==> src/buffer_manager_config_pkg.sv <==
package buf_mgr_pkg;

  // ----------------------------------------------------------------
  // register map (offsets are word indices; byte address = 4*idx)
  // ----------------------------------------------------------------
  localparam logic [15:0] IDX_CONFIG    = 16'h1c00;
  localparam logic [15:0] IDX_DROP      = 16'h1c01;
  localparam logic [15:0] IDX_PAUSE     = 16'h1c02;
  localparam logic [15:0] IDX_RESUME    = 16'h1c03;
  localparam logic [15:0] IDX_DROPCNT0  = 16'h1c05;
  localparam logic [15:0] IDX_DROPCNT1  = 16'h1c06;
  localparam logic [15:0] IDX_DROPCNT2  = 16'h1c07;

  // ----------------------------------------------------------------
  // field positions
  // ----------------------------------------------------------------
  localparam int CFG_CNT_TEST_BIT  = 6;
  localparam int CFG_FIXED_PRI_BIT = 5;
  localparam int CFG_EGR_LSB       = 2;
  localparam int CFG_YELLOW_BIT    = 1;
  localparam int CFG_RED_BIT       = 0;
  localparam int CFG_WIDTH         = 7;
  localparam int LVL_LOW_LSB       = 8;
  localparam int LVL_HIGH_LSB      = 0;

  // ----------------------------------------------------------------
  // reset values and fixed figures
  // ----------------------------------------------------------------
  localparam logic [6:0]  CFG_RST         = 7'h00;
  localparam logic [7:0]  DROP_LOW_RST    = 8'h49;
  localparam logic [7:0]  DROP_HIGH_RST   = 8'h64;
  localparam logic [7:0]  PAUSE_LOW_RST   = 8'h21;
  localparam logic [7:0]  PAUSE_HIGH_RST  = 8'h3c;
  localparam logic [7:0]  RESUME_LOW_RST  = 8'h03;
  localparam logic [7:0]  RESUME_HIGH_RST = 8'h07;
  localparam logic [7:0]  ACTIVE_BUFFERS  = 8'h24;       // 36 buffers
  localparam int          BUFFER_BYTES    = 128;         // bytes per buffer unit
  localparam logic [31:0] CNT_TEST_VALUE  = 32'h7fff_fffc;
  localparam logic [31:0] CNT_MAX         = 32'hffff_ffff;
  localparam logic [15:0] RESUME_PAUSE_TIME = 16'h0001;
  localparam int          NPORTS          = 3;

  // ----------------------------------------------------------------
  // carriers
  // ----------------------------------------------------------------
  typedef struct packed {
    logic [7:0] low;   // 2 or 3 ports active
    logic [7:0] high;  // 0 or 1 port active
  } level_pair_t;

  typedef struct packed {
    logic       cnt_test;
    logic       fixed_pri;
    logic [2:0] egress_pace;
    logic       drop_yellow;
    logic       drop_red;
  } mgr_config_t;

  typedef struct packed {
    logic [NPORTS-1:0] drop_block;   // refuse buffers
    logic [NPORTS-1:0] pause_req;    // pulse: send pause / backpressure
    logic [NPORTS-1:0] resume_req;   // pulse: send pause time 1
    logic [NPORTS-1:0] flow_held;    // level: flow control asserted
  } port_ctrl_t;

endpackage

==> src/bm_drop_counter.sv <==
`timescale 1ns/1ps
module buf_drop_counter (
  // clock and reset
  input  wire logic        hclk,
  input  wire logic        hresetn,
  // events
  input  wire logic        drop_evt,
  input  wire logic        rd_clear,
  input  wire logic        test_mode,
  // value
  output logic [31:0]      count
);
  import buf_mgr_pkg::*;

  logic [31:0] count_r;
  logic [31:0] count_nxt;

  // read clears (or loads test value); a drop in the read cycle is kept
  always_comb begin
    count_nxt = count_r;
    if (rd_clear) begin
      count_nxt = test_mode ? CNT_TEST_VALUE : 32'h0000_0000;
      if (drop_evt) begin
        count_nxt = count_nxt + 32'h0000_0001;
      end
    end else if (drop_evt && count_r != CNT_MAX) begin
      count_nxt = count_r + 32'h0000_0001;  // saturates
    end
  end

  always_ff @(posedge hclk or negedge hresetn) begin
    if (!hresetn) begin
      count_r <= 32'h0000_0000;
    end else begin
      count_r <= count_nxt;
    end
  end

  assign count = count_r;

  sat_hold_a: assert property (@(posedge hclk) disable iff (!hresetn)
    (count_r == CNT_MAX && !rd_clear) |=> count_r == CNT_MAX)
    else $error("drop counter wrapped");
  test_load_a: assert property (@(posedge hclk) disable iff (!hresetn)
    (rd_clear && test_mode && !drop_evt) |=> count_r == CNT_TEST_VALUE)
    else $error("test pattern not loaded on read");

endmodule // buf_drop_counter

==> src/bm_level_select.sv <==
`timescale 1ns/1ps
module buf_level_select (
  // usage per port
  input  wire logic [23:0]               usage,
  // configured pair
  input  wire buf_mgr_pkg::level_pair_t  levels,
  // chosen level, one per port view
  output logic [7:0]                     level,
  output logic [1:0]                     active_cnt
);
  import buf_mgr_pkg::*;

  // count ports at or above the active mark
  always_comb begin
    active_cnt = 2'd0;
    for (int i = 0; i < NPORTS; i++) begin
      if (usage[i*8 +: 8] >= ACTIVE_BUFFERS) begin
        active_cnt = active_cnt + 2'd1;
      end
    end
  end

  // two or more active picks the low value
  assign level = (active_cnt >= 2'd2) ? levels.low : levels.high;

endmodule // buf_level_select

==> src/switch_buffer_manager_cfg.sv <==
// The implementer's own choice: the AHB-Lite interface to the registers.
`timescale 1ns/1ps
module switch_buffer_manager_cfg (
  // clock and reset
  input  wire logic                     hclk,
  input  wire logic                     hresetn,
  // ahb-lite slave
  input  wire logic                     hsel,
  input  wire logic [31:0]              haddr,
  input  wire logic [1:0]               htrans,
  input  wire logic                     hwrite,
  input  wire logic [2:0]               hsize,
  input  wire logic [31:0]              hwdata,
  input  wire logic                     hready,
  output logic [31:0]                   hrdata,
  output logic                          hreadyout,
  output logic                          hresp,
  // ingress and egress packet paths
  input  wire logic [23:0]              port_usage,
  input  wire logic [2:0]               port_full_duplex,
  input  wire logic [2:0]               port_drop_evt,
  output buf_mgr_pkg::mgr_config_t      cfg_out,
  output buf_mgr_pkg::port_ctrl_t       port_ctrl,
  output logic [15:0]                   resume_pause_time
);
  import buf_mgr_pkg::*;

  // ----------------------------------------------------------------
  // address decode
  // ----------------------------------------------------------------
  function automatic logic [15:0] byte_to_idx(input logic [31:0] a);
    byte_to_idx = a[17:2];
  endfunction

  // ----------------------------------------------------------------
  // bus slave: address phase capture
  // ----------------------------------------------------------------
  logic        wr_pend_r, wr_pend_nxt;
  logic [15:0] idx_r, idx_nxt;
  logic        take;
  logic        rd_take;

  assign take    = hsel && hready && htrans[1];
  assign rd_take = take && !hwrite;

  // the write lands in the data phase, read data is registered here
  always_comb begin
    wr_pend_nxt = take && hwrite;
    idx_nxt     = take ? byte_to_idx(haddr) : idx_r;
  end

  always_ff @(posedge hclk or negedge hresetn) begin
    if (!hresetn) begin
      wr_pend_r <= 1'b0;
      idx_r     <= 16'h0000;
    end else begin
      wr_pend_r <= wr_pend_nxt;
      idx_r     <= idx_nxt;
    end
  end

  // zero wait state, always okay
  assign hreadyout = 1'b1;
  assign hresp     = 1'b0;

  // ----------------------------------------------------------------
  // configuration registers
  // ----------------------------------------------------------------
  mgr_config_t cfg_r, cfg_nxt;
  level_pair_t drop_r, drop_nxt;
  level_pair_t pause_r, pause_nxt;
  level_pair_t resume_r, resume_nxt;

  // whole-word writes only; reserved bits are dropped
  always_comb begin
    cfg_nxt    = cfg_r;
    drop_nxt   = drop_r;
    pause_nxt  = pause_r;
    resume_nxt = resume_r;
    if (wr_pend_r) begin
      case (idx_r)
        IDX_CONFIG: begin
          cfg_nxt = mgr_config_t'(hwdata[CFG_WIDTH-1:0]);
        end
        IDX_DROP: begin
          drop_nxt = level_pair_t'(hwdata[15:0]);
        end
        IDX_PAUSE: begin
          pause_nxt = level_pair_t'(hwdata[15:0]);
        end
        IDX_RESUME: begin
          resume_nxt = level_pair_t'(hwdata[15:0]);
        end
        default: begin
          cfg_nxt = cfg_r;
        end
      endcase
    end
  end

  always_ff @(posedge hclk or negedge hresetn) begin
    if (!hresetn) begin
      cfg_r    <= mgr_config_t'(CFG_RST);  // weighted round robin at reset
      drop_r   <= '{low: DROP_LOW_RST, high: DROP_HIGH_RST};
      pause_r  <= '{low: PAUSE_LOW_RST, high: PAUSE_HIGH_RST};
      resume_r <= '{low: RESUME_LOW_RST, high: RESUME_HIGH_RST};
    end else begin
      cfg_r    <= cfg_nxt;
      drop_r   <= drop_nxt;
      pause_r  <= pause_nxt;
      resume_r <= resume_nxt;
    end
  end

  // fixed_pri steers the egress scheduler, pacing enables per port
  assign cfg_out           = cfg_r;
  assign resume_pause_time = RESUME_PAUSE_TIME;

  // ----------------------------------------------------------------
  // drop counters
  // ----------------------------------------------------------------
  logic [31:0] cnt [NPORTS];
  logic [NPORTS-1:0] cnt_rd;

  for (genvar p = 0; p < NPORTS; p++) begin : g_cnt
    assign cnt_rd[p] = rd_take && byte_to_idx(haddr) == IDX_DROPCNT0 + 16'(p);
    buf_drop_counter u_cnt (
      .hclk      (hclk),
      .hresetn   (hresetn),
      .drop_evt  (port_drop_evt[p]),
      .rd_clear  (cnt_rd[p]),
      .test_mode (cfg_r.cnt_test),
      .count     (cnt[p])
    );
  end

  // ----------------------------------------------------------------
  // read data (sampled at the address phase, so counter read sees old value)
  // ----------------------------------------------------------------
  logic [31:0] rdata_r, rdata_nxt;

  // configuration reads use the _nxt values: a back to back read whose address phase meets
  // the data phase of a write to the same register must see the new word
  always_comb begin
    rdata_nxt = rdata_r;
    if (rd_take) begin
      case (byte_to_idx(haddr))
        IDX_CONFIG:   rdata_nxt = {25'h0, cfg_nxt};
        IDX_DROP:     rdata_nxt = {16'h0, drop_nxt};
        IDX_PAUSE:    rdata_nxt = {16'h0, pause_nxt};
        IDX_RESUME:   rdata_nxt = {16'h0, resume_nxt};
        IDX_DROPCNT0: rdata_nxt = cnt[0];
        IDX_DROPCNT1: rdata_nxt = cnt[1];
        IDX_DROPCNT2: rdata_nxt = cnt[2];
        default:      rdata_nxt = 32'h0000_0000;
      endcase
    end
  end

  always_ff @(posedge hclk or negedge hresetn) begin
    if (!hresetn) begin
      rdata_r <= 32'h0000_0000;
    end else begin
      rdata_r <= rdata_nxt;
    end
  end

  assign hrdata = rdata_r;

  // ----------------------------------------------------------------
  // threshold selection by active port count
  // ----------------------------------------------------------------
  logic [7:0] drop_lvl, pause_lvl, resume_lvl;
  logic [1:0] active_cnt;

  buf_level_select u_sel_drop (
    .usage      (port_usage),
    .levels     (drop_r),
    .level      (drop_lvl),
    .active_cnt (active_cnt)
  );
  buf_level_select u_sel_pause (
    .usage      (port_usage),
    .levels     (pause_r),
    .level      (pause_lvl),
    .active_cnt ()
  );
  // resume uses high for 0 or 1 active, same split as the others
  buf_level_select u_sel_resume (
    .usage      (port_usage),
    .levels     (resume_r),
    .level      (resume_lvl),
    .active_cnt ()
  );

  // ----------------------------------------------------------------
  // flow control and drop gating (usage in 128-byte buffers)
  // ----------------------------------------------------------------
  logic [NPORTS-1:0] held_r, held_nxt;
  port_ctrl_t        ctrl_r, ctrl_nxt;

  // hysteresis: pause on reaching the pause level, release at resume level;
  // if software inverts the levels the port just toggles, hence the ordering advice
  always_comb begin
    held_nxt = held_r;
    ctrl_nxt = '0;
    for (int i = 0; i < NPORTS; i++) begin
      ctrl_nxt.drop_block[i] = port_usage[i*8 +: 8] >= drop_lvl;
      if (!held_r[i] && port_usage[i*8 +: 8] >= pause_lvl) begin
        held_nxt[i]           = 1'b1;
        ctrl_nxt.pause_req[i] = 1'b1;  // pause frame or backpressure
      end else if (held_r[i] && port_usage[i*8 +: 8] <= resume_lvl) begin
        held_nxt[i]            = 1'b0;
        ctrl_nxt.resume_req[i] = port_full_duplex[i];
      end
    end
    ctrl_nxt.flow_held = held_nxt;  // half duplex ports apply backpressure while held
  end

  always_ff @(posedge hclk or negedge hresetn) begin
    if (!hresetn) begin
      held_r <= '0;
      ctrl_r <= '0;
    end else begin
      held_r <= held_nxt;
      ctrl_r <= ctrl_nxt;
    end
  end

  assign port_ctrl = ctrl_r;

  // ----------------------------------------------------------------
  // checks
  // ----------------------------------------------------------------
  drop_gate_a: assert property (@(posedge hclk) disable iff (!hresetn)
    (port_usage[7:0] >= drop_lvl) |=> port_ctrl.drop_block[0])
    else $error("port 0 not refused at drop level");
  pause_fire_a: assert property (@(posedge hclk) disable iff (!hresetn)
    (!held_r[0] && port_usage[7:0] >= pause_lvl) |=> port_ctrl.pause_req[0])
    else $error("pause not raised");
  resume_fire_a: assert property (@(posedge hclk) disable iff (!hresetn)
    (held_r[0] && port_usage[7:0] <= resume_lvl && port_full_duplex[0])
      |=> port_ctrl.resume_req[0] && !port_ctrl.flow_held[0])
    else $error("resume not raised");
  level_pick_a: assert property (@(posedge hclk) disable iff (!hresetn)
    (active_cnt >= 2'd2) |-> drop_lvl == drop_r.low && pause_lvl == pause_r.low)
    else $error("low level not chosen");
  one_active_a: assert property (@(posedge hclk) disable iff (!hresetn)
    (active_cnt < 2'd2) |-> drop_lvl == drop_r.high && resume_lvl == resume_r.high)
    else $error("high level not chosen");
  cfg_write_a: assert property (@(posedge hclk) disable iff (!hresetn)
    (wr_pend_r && idx_r == IDX_CONFIG) |=> cfg_out.fixed_pri == $past(hwdata[CFG_FIXED_PRI_BIT]))
    else $error("servicing bit not stored");
  pace_map_a: assert property (@(posedge hclk) disable iff (!hresetn)
    (wr_pend_r && idx_r == IDX_CONFIG)
      |=> cfg_out.egress_pace == $past(hwdata[CFG_EGR_LSB +: 3]))
    else $error("pacing enables misplaced");
  rd_reserved_a: assert property (@(posedge hclk) disable iff (!hresetn)
    (rd_take && byte_to_idx(haddr) == IDX_DROP) |=> hrdata[31:16] == 16'h0000)
    else $error("reserved bits not zero");
  color_bits_a: assert property (@(posedge hclk) disable iff (!hresetn)
    (wr_pend_r && idx_r == IDX_CONFIG) |=> cfg_out.drop_yellow == $past(hwdata[CFG_YELLOW_BIT])
      && cfg_out.drop_red == $past(hwdata[CFG_RED_BIT]))
    else $error("discard enables not stored");
  // hysteresis on port 0, half duplex release on port 1, low drop level on port 2
  pause_once_a: assert property (@(posedge hclk) disable iff (!hresetn)
    held_r[0] |=> !port_ctrl.pause_req[0])
    else $error("second pause while held");
  hold_keep_a: assert property (@(posedge hclk) disable iff (!hresetn)
    (held_r[0] && port_usage[7:0] > resume_lvl) |=> port_ctrl.flow_held[0])
    else $error("flow control released early");
  half_duplex_a: assert property (@(posedge hclk) disable iff (!hresetn)
    (held_r[1] && port_usage[15:8] <= resume_lvl && !port_full_duplex[1])
      |=> !port_ctrl.resume_req[1] && !port_ctrl.flow_held[1])
    else $error("half duplex release wrong");
  drop_low_a: assert property (@(posedge hclk) disable iff (!hresetn)
    (active_cnt >= 2'd2 && port_usage[23:16] >= drop_r.low) |=> port_ctrl.drop_block[2])
    else $error("port 2 not refused at low drop level");

  pause_c: cover property (@(posedge hclk) disable iff (!hresetn) port_ctrl.pause_req[0]);
  resume_c: cover property (@(posedge hclk) disable iff (!hresetn) port_ctrl.resume_req[1]);
  two_active_c: cover property (@(posedge hclk) disable iff (!hresetn) active_cnt == 2'd2);
  cnt_read_c: cover property (@(posedge hclk) disable iff (!hresetn) cnt_rd[2] && cfg_r.cnt_test);
  drop_c: cover property (@(posedge hclk) disable iff (!hresetn) port_ctrl.drop_block[2]);

endmodule // switch_buffer_manager_cfg

==> config.mk <==
export PLATFORM = sky130hd
export DESIGN_NAME = switch_buffer_manager_cfg
export DESIGN_NICKNAME = d
export VERILOG_FILES = /design/src/buffer_manager_config_pkg.sv /design/src/bm_drop_counter.sv /design/src/bm_level_select.sv /design/src/switch_buffer_manager_cfg.sv
export SDC_FILE = /design/constraint.sdc
export NUM_CORES = 1
export LEC_CHECK = 0
export ABC_AREA = 1
export BUFFER_PORTS_ARGS = -buffer_cell sky130_fd_sc_hd__buf_2
export CAP_MARGIN = 40
export CORE_UTILIZATION = 50
export CTS_CLUSTER_DIAMETER = 100
export CTS_CLUSTER_SIZE = 16
export DETAILED_ROUTE_END_ITERATION = 7
export GPL_ROUTABILITY_DRIVEN = 0
export PLACE_DENSITY = 0.7
export SLEW_MARGIN = 20
export SYNTH_ARGS = -nofsm -noshare
export SYNTH_HDL_FRONTEND = slang
export SYNTH_HIERARCHICAL = 1
export SYNTH_SLANG_ARGS = --single-unit
==> constraint.sdc <==
create_clock -name hclk -period 4.9 [get_ports hclk]
set_input_delay 0.49 -clock hclk [delete_from_list [all_inputs] [get_ports hclk]]
set_output_delay 0.49 -clock hclk [all_outputs]
set_load 0.01 [all_outputs]
==> reports/summary.txt <==
status = finished clean
total number of H-tree levels = 1
initial drt markers = 1535
gr ovfl total = 0
WS Path Type = in2reg
diode count = 0
Finished Layout Cells = 2958
io pins = 173
layout cell share with drive strength beyond 1 = 0.103
Longest Clk Path Bufs = 3
Die W = 181 um
CTS Sinks = 212
sequential group share of total power = 0.504
DR pass1 iterations = 6
PwrDens = 231 mW/mm2
nets = 2730
YS warnings = 6
area of the mapped netlist = 0.0161 mm2
Routed Antenna Nets = 0
sw frac = 0.305
P_leak = 9.27 nW
Mapped Cells = 2460
GRT Util Overall = 0.281
Site Rows = 65
max_cap viols = 0
Sum Neg Setup Slack = 0 ns
Worst-path clk slew = 0.07 ns
wire per inst = 15.4 um
P_sw = 0.00122 W
crit start category = primary input
Final min period = 3.57 ns
internal power = 0.00279 W
Setup-failing EPs final = 0
commonest non-fill, non-tap cell in the layout = nand2_1
area occupied by multi-input gates = 0.00920 mm2
Combinational Power Share = 0.148
Hold Vio Cnt, Final = 0
Worst Tran Pin Value = 0.778 ns
Tcrit/Tclk final = 0.728
via count = 15900
hpwl dp = 34.1 mm
Skew-Pair Late Insertion Delay = 0.51 ns
filler instances = 3160
# DRC = 0
commonest cells after routing, fill and taps aside = 930 x nand2_1, 297 x nand3_1, 258 x inv_1
RSZ-0062 raised after global routing = no
placed insts = 2927
Routed WL = 45.7 mm
Final Cell Area = 0.0174 mm2
vias per cell = 5.39
P&R area growth vs syn = 8.16%
CTS tree = done
number of antenna violations at the first check in global routing = 0
placed cell areas = 0.0169 mm2
maximum vdd drop = 212 uV
register area = 0.00533 mm2
Final Max Slew Viols = 0
first-pass GRT wire length = 75.0 mm
Critical Path RT = 5.29 ns
Worst Path Max Fanout = 34
Core Area = 0.0316 mm2
CP Capture Type = flop
Rel. slew slack = 0.478
port bufs = 118
Die Ht = 181 um
cts bufs inserted = 17
syn avg cell area = 6.53 um2
Initial Util = 0.509
Tightest Hold Check Type = in2reg
Critical Path AT = 3.96 ns
vias in the first global route = 14700
skew final = 0.0244 ns
clock power share = 0.348
maximum clock rate = 280 MHz
post-CTS sizing = 0
largest net degree at the start of global routing = 128
full die area = 0.0329 mm2
clk root buf = clkbuf_16
==> state kept, by name, indices dropped and copies added (netlist names) <==
signal and count:
cfg_out 7, drop_r 16, g_cnt.u_cnt/count 96, hrdata 32
idx_r 16, pause_r 16, port_ctrl 12, resume_r 16
wr_pend_r 1
==> timing repair <==
item                      in CTS  in global routing
hold buffers                   1                  0
hold endpoints to repair       7                  0
buffers inserted               0                  0
==> worst paths after layout <==
check,start,to,slack (ns),depth (start not counted)
worst max-delay path,htrans[1],g_cnt[1].u_cnt/count[8],1.33,12
min in group asynchronous,hresetn,idx_r[5],0.54,2
worst min-delay path,port_full_duplex[0],port_ctrl[3],0.20,3
max in group asynchronous,hresetn,g_cnt[0].u_cnt/count[29],3.19,3
worst max register to register,idx_r[13],hrdata[11],2.52,10
worst min register to register,hrdata[8],hrdata[8],0.48,2
==> stage by stage <==
stage / total power [W] / hold WS [ns] / util / setup WS [ns]
floorplan: 0.00242 / 0.194 / - / 2.46
global placement: 0.00261 / 0.458 / 0.532 / 0.773
CTS: 0.00404 / 0.181 / 0.551 / 1.31
global route: 0.00422 / 0.188 / 0.551 / 0.946
detailed placement: 0.00264 / 0.460 / 0.534 / 0.791
finish: 0.00401 / 0.199 / 0.551 / 1.33
==> final cells by class <==
cell class / count / area share
timing repair buffer: 132 / 0.0439
multi-input combinational: 1898 / 0.529
tap: 402 / 0.0289
clock buffer: 27 / 0.0266
clock inverter: 3 / 0.00273
sequential: 212 / 0.306
inverter: 284 / 0.0623
==> per-layer routing <==
| metal | track usage | vias up | share of wire |
|---|---|---|---|
| li1 | - | 7922 | - |
| met5 | 0 | - | 0 |
| met4 | 0.0959 | 0 | 0.033 |
| met1 | 0.382 | 7420 | 0.44 |
| met2 | 0.468 | 507 | 0.47 |
| met3 | 0.0238 | 82 | 0.057 |
==> worst max-delay path, cell delays in order <==
cell,delay (ns)
buf_2,0.07
nand3_1,0.07
buf_4,0.22
nor2_2,0.13
clkinv_1,0.51
nor4_1,0.43
buf_4,0.23
clkinv_1,0.61
nand2_4,0.65
clkinv_4,0.31
nand2_1,0.12
o21ai_0,0.08
==> power groups by stage <==
| stage | Sequential (W) | Combinational [W] | Clock, W |
|---|---|---|---|
| after global placement | 0.00205 | 0.000567 | 0 |
| after floorplan | 0.00201 | 0.000402 | 0 |
| after detailed placement | 0.00205 | 0.000592 | 0 |
| after global routing | 0.00204 | 0.000687 | 0.00150 |
| final | 0.00202 | 0.000595 | 0.00139 |
| after CTS | 0.00202 | 0.000596 | 0.00143 |
Note: power is estimated with default switching activity, not from simulation.
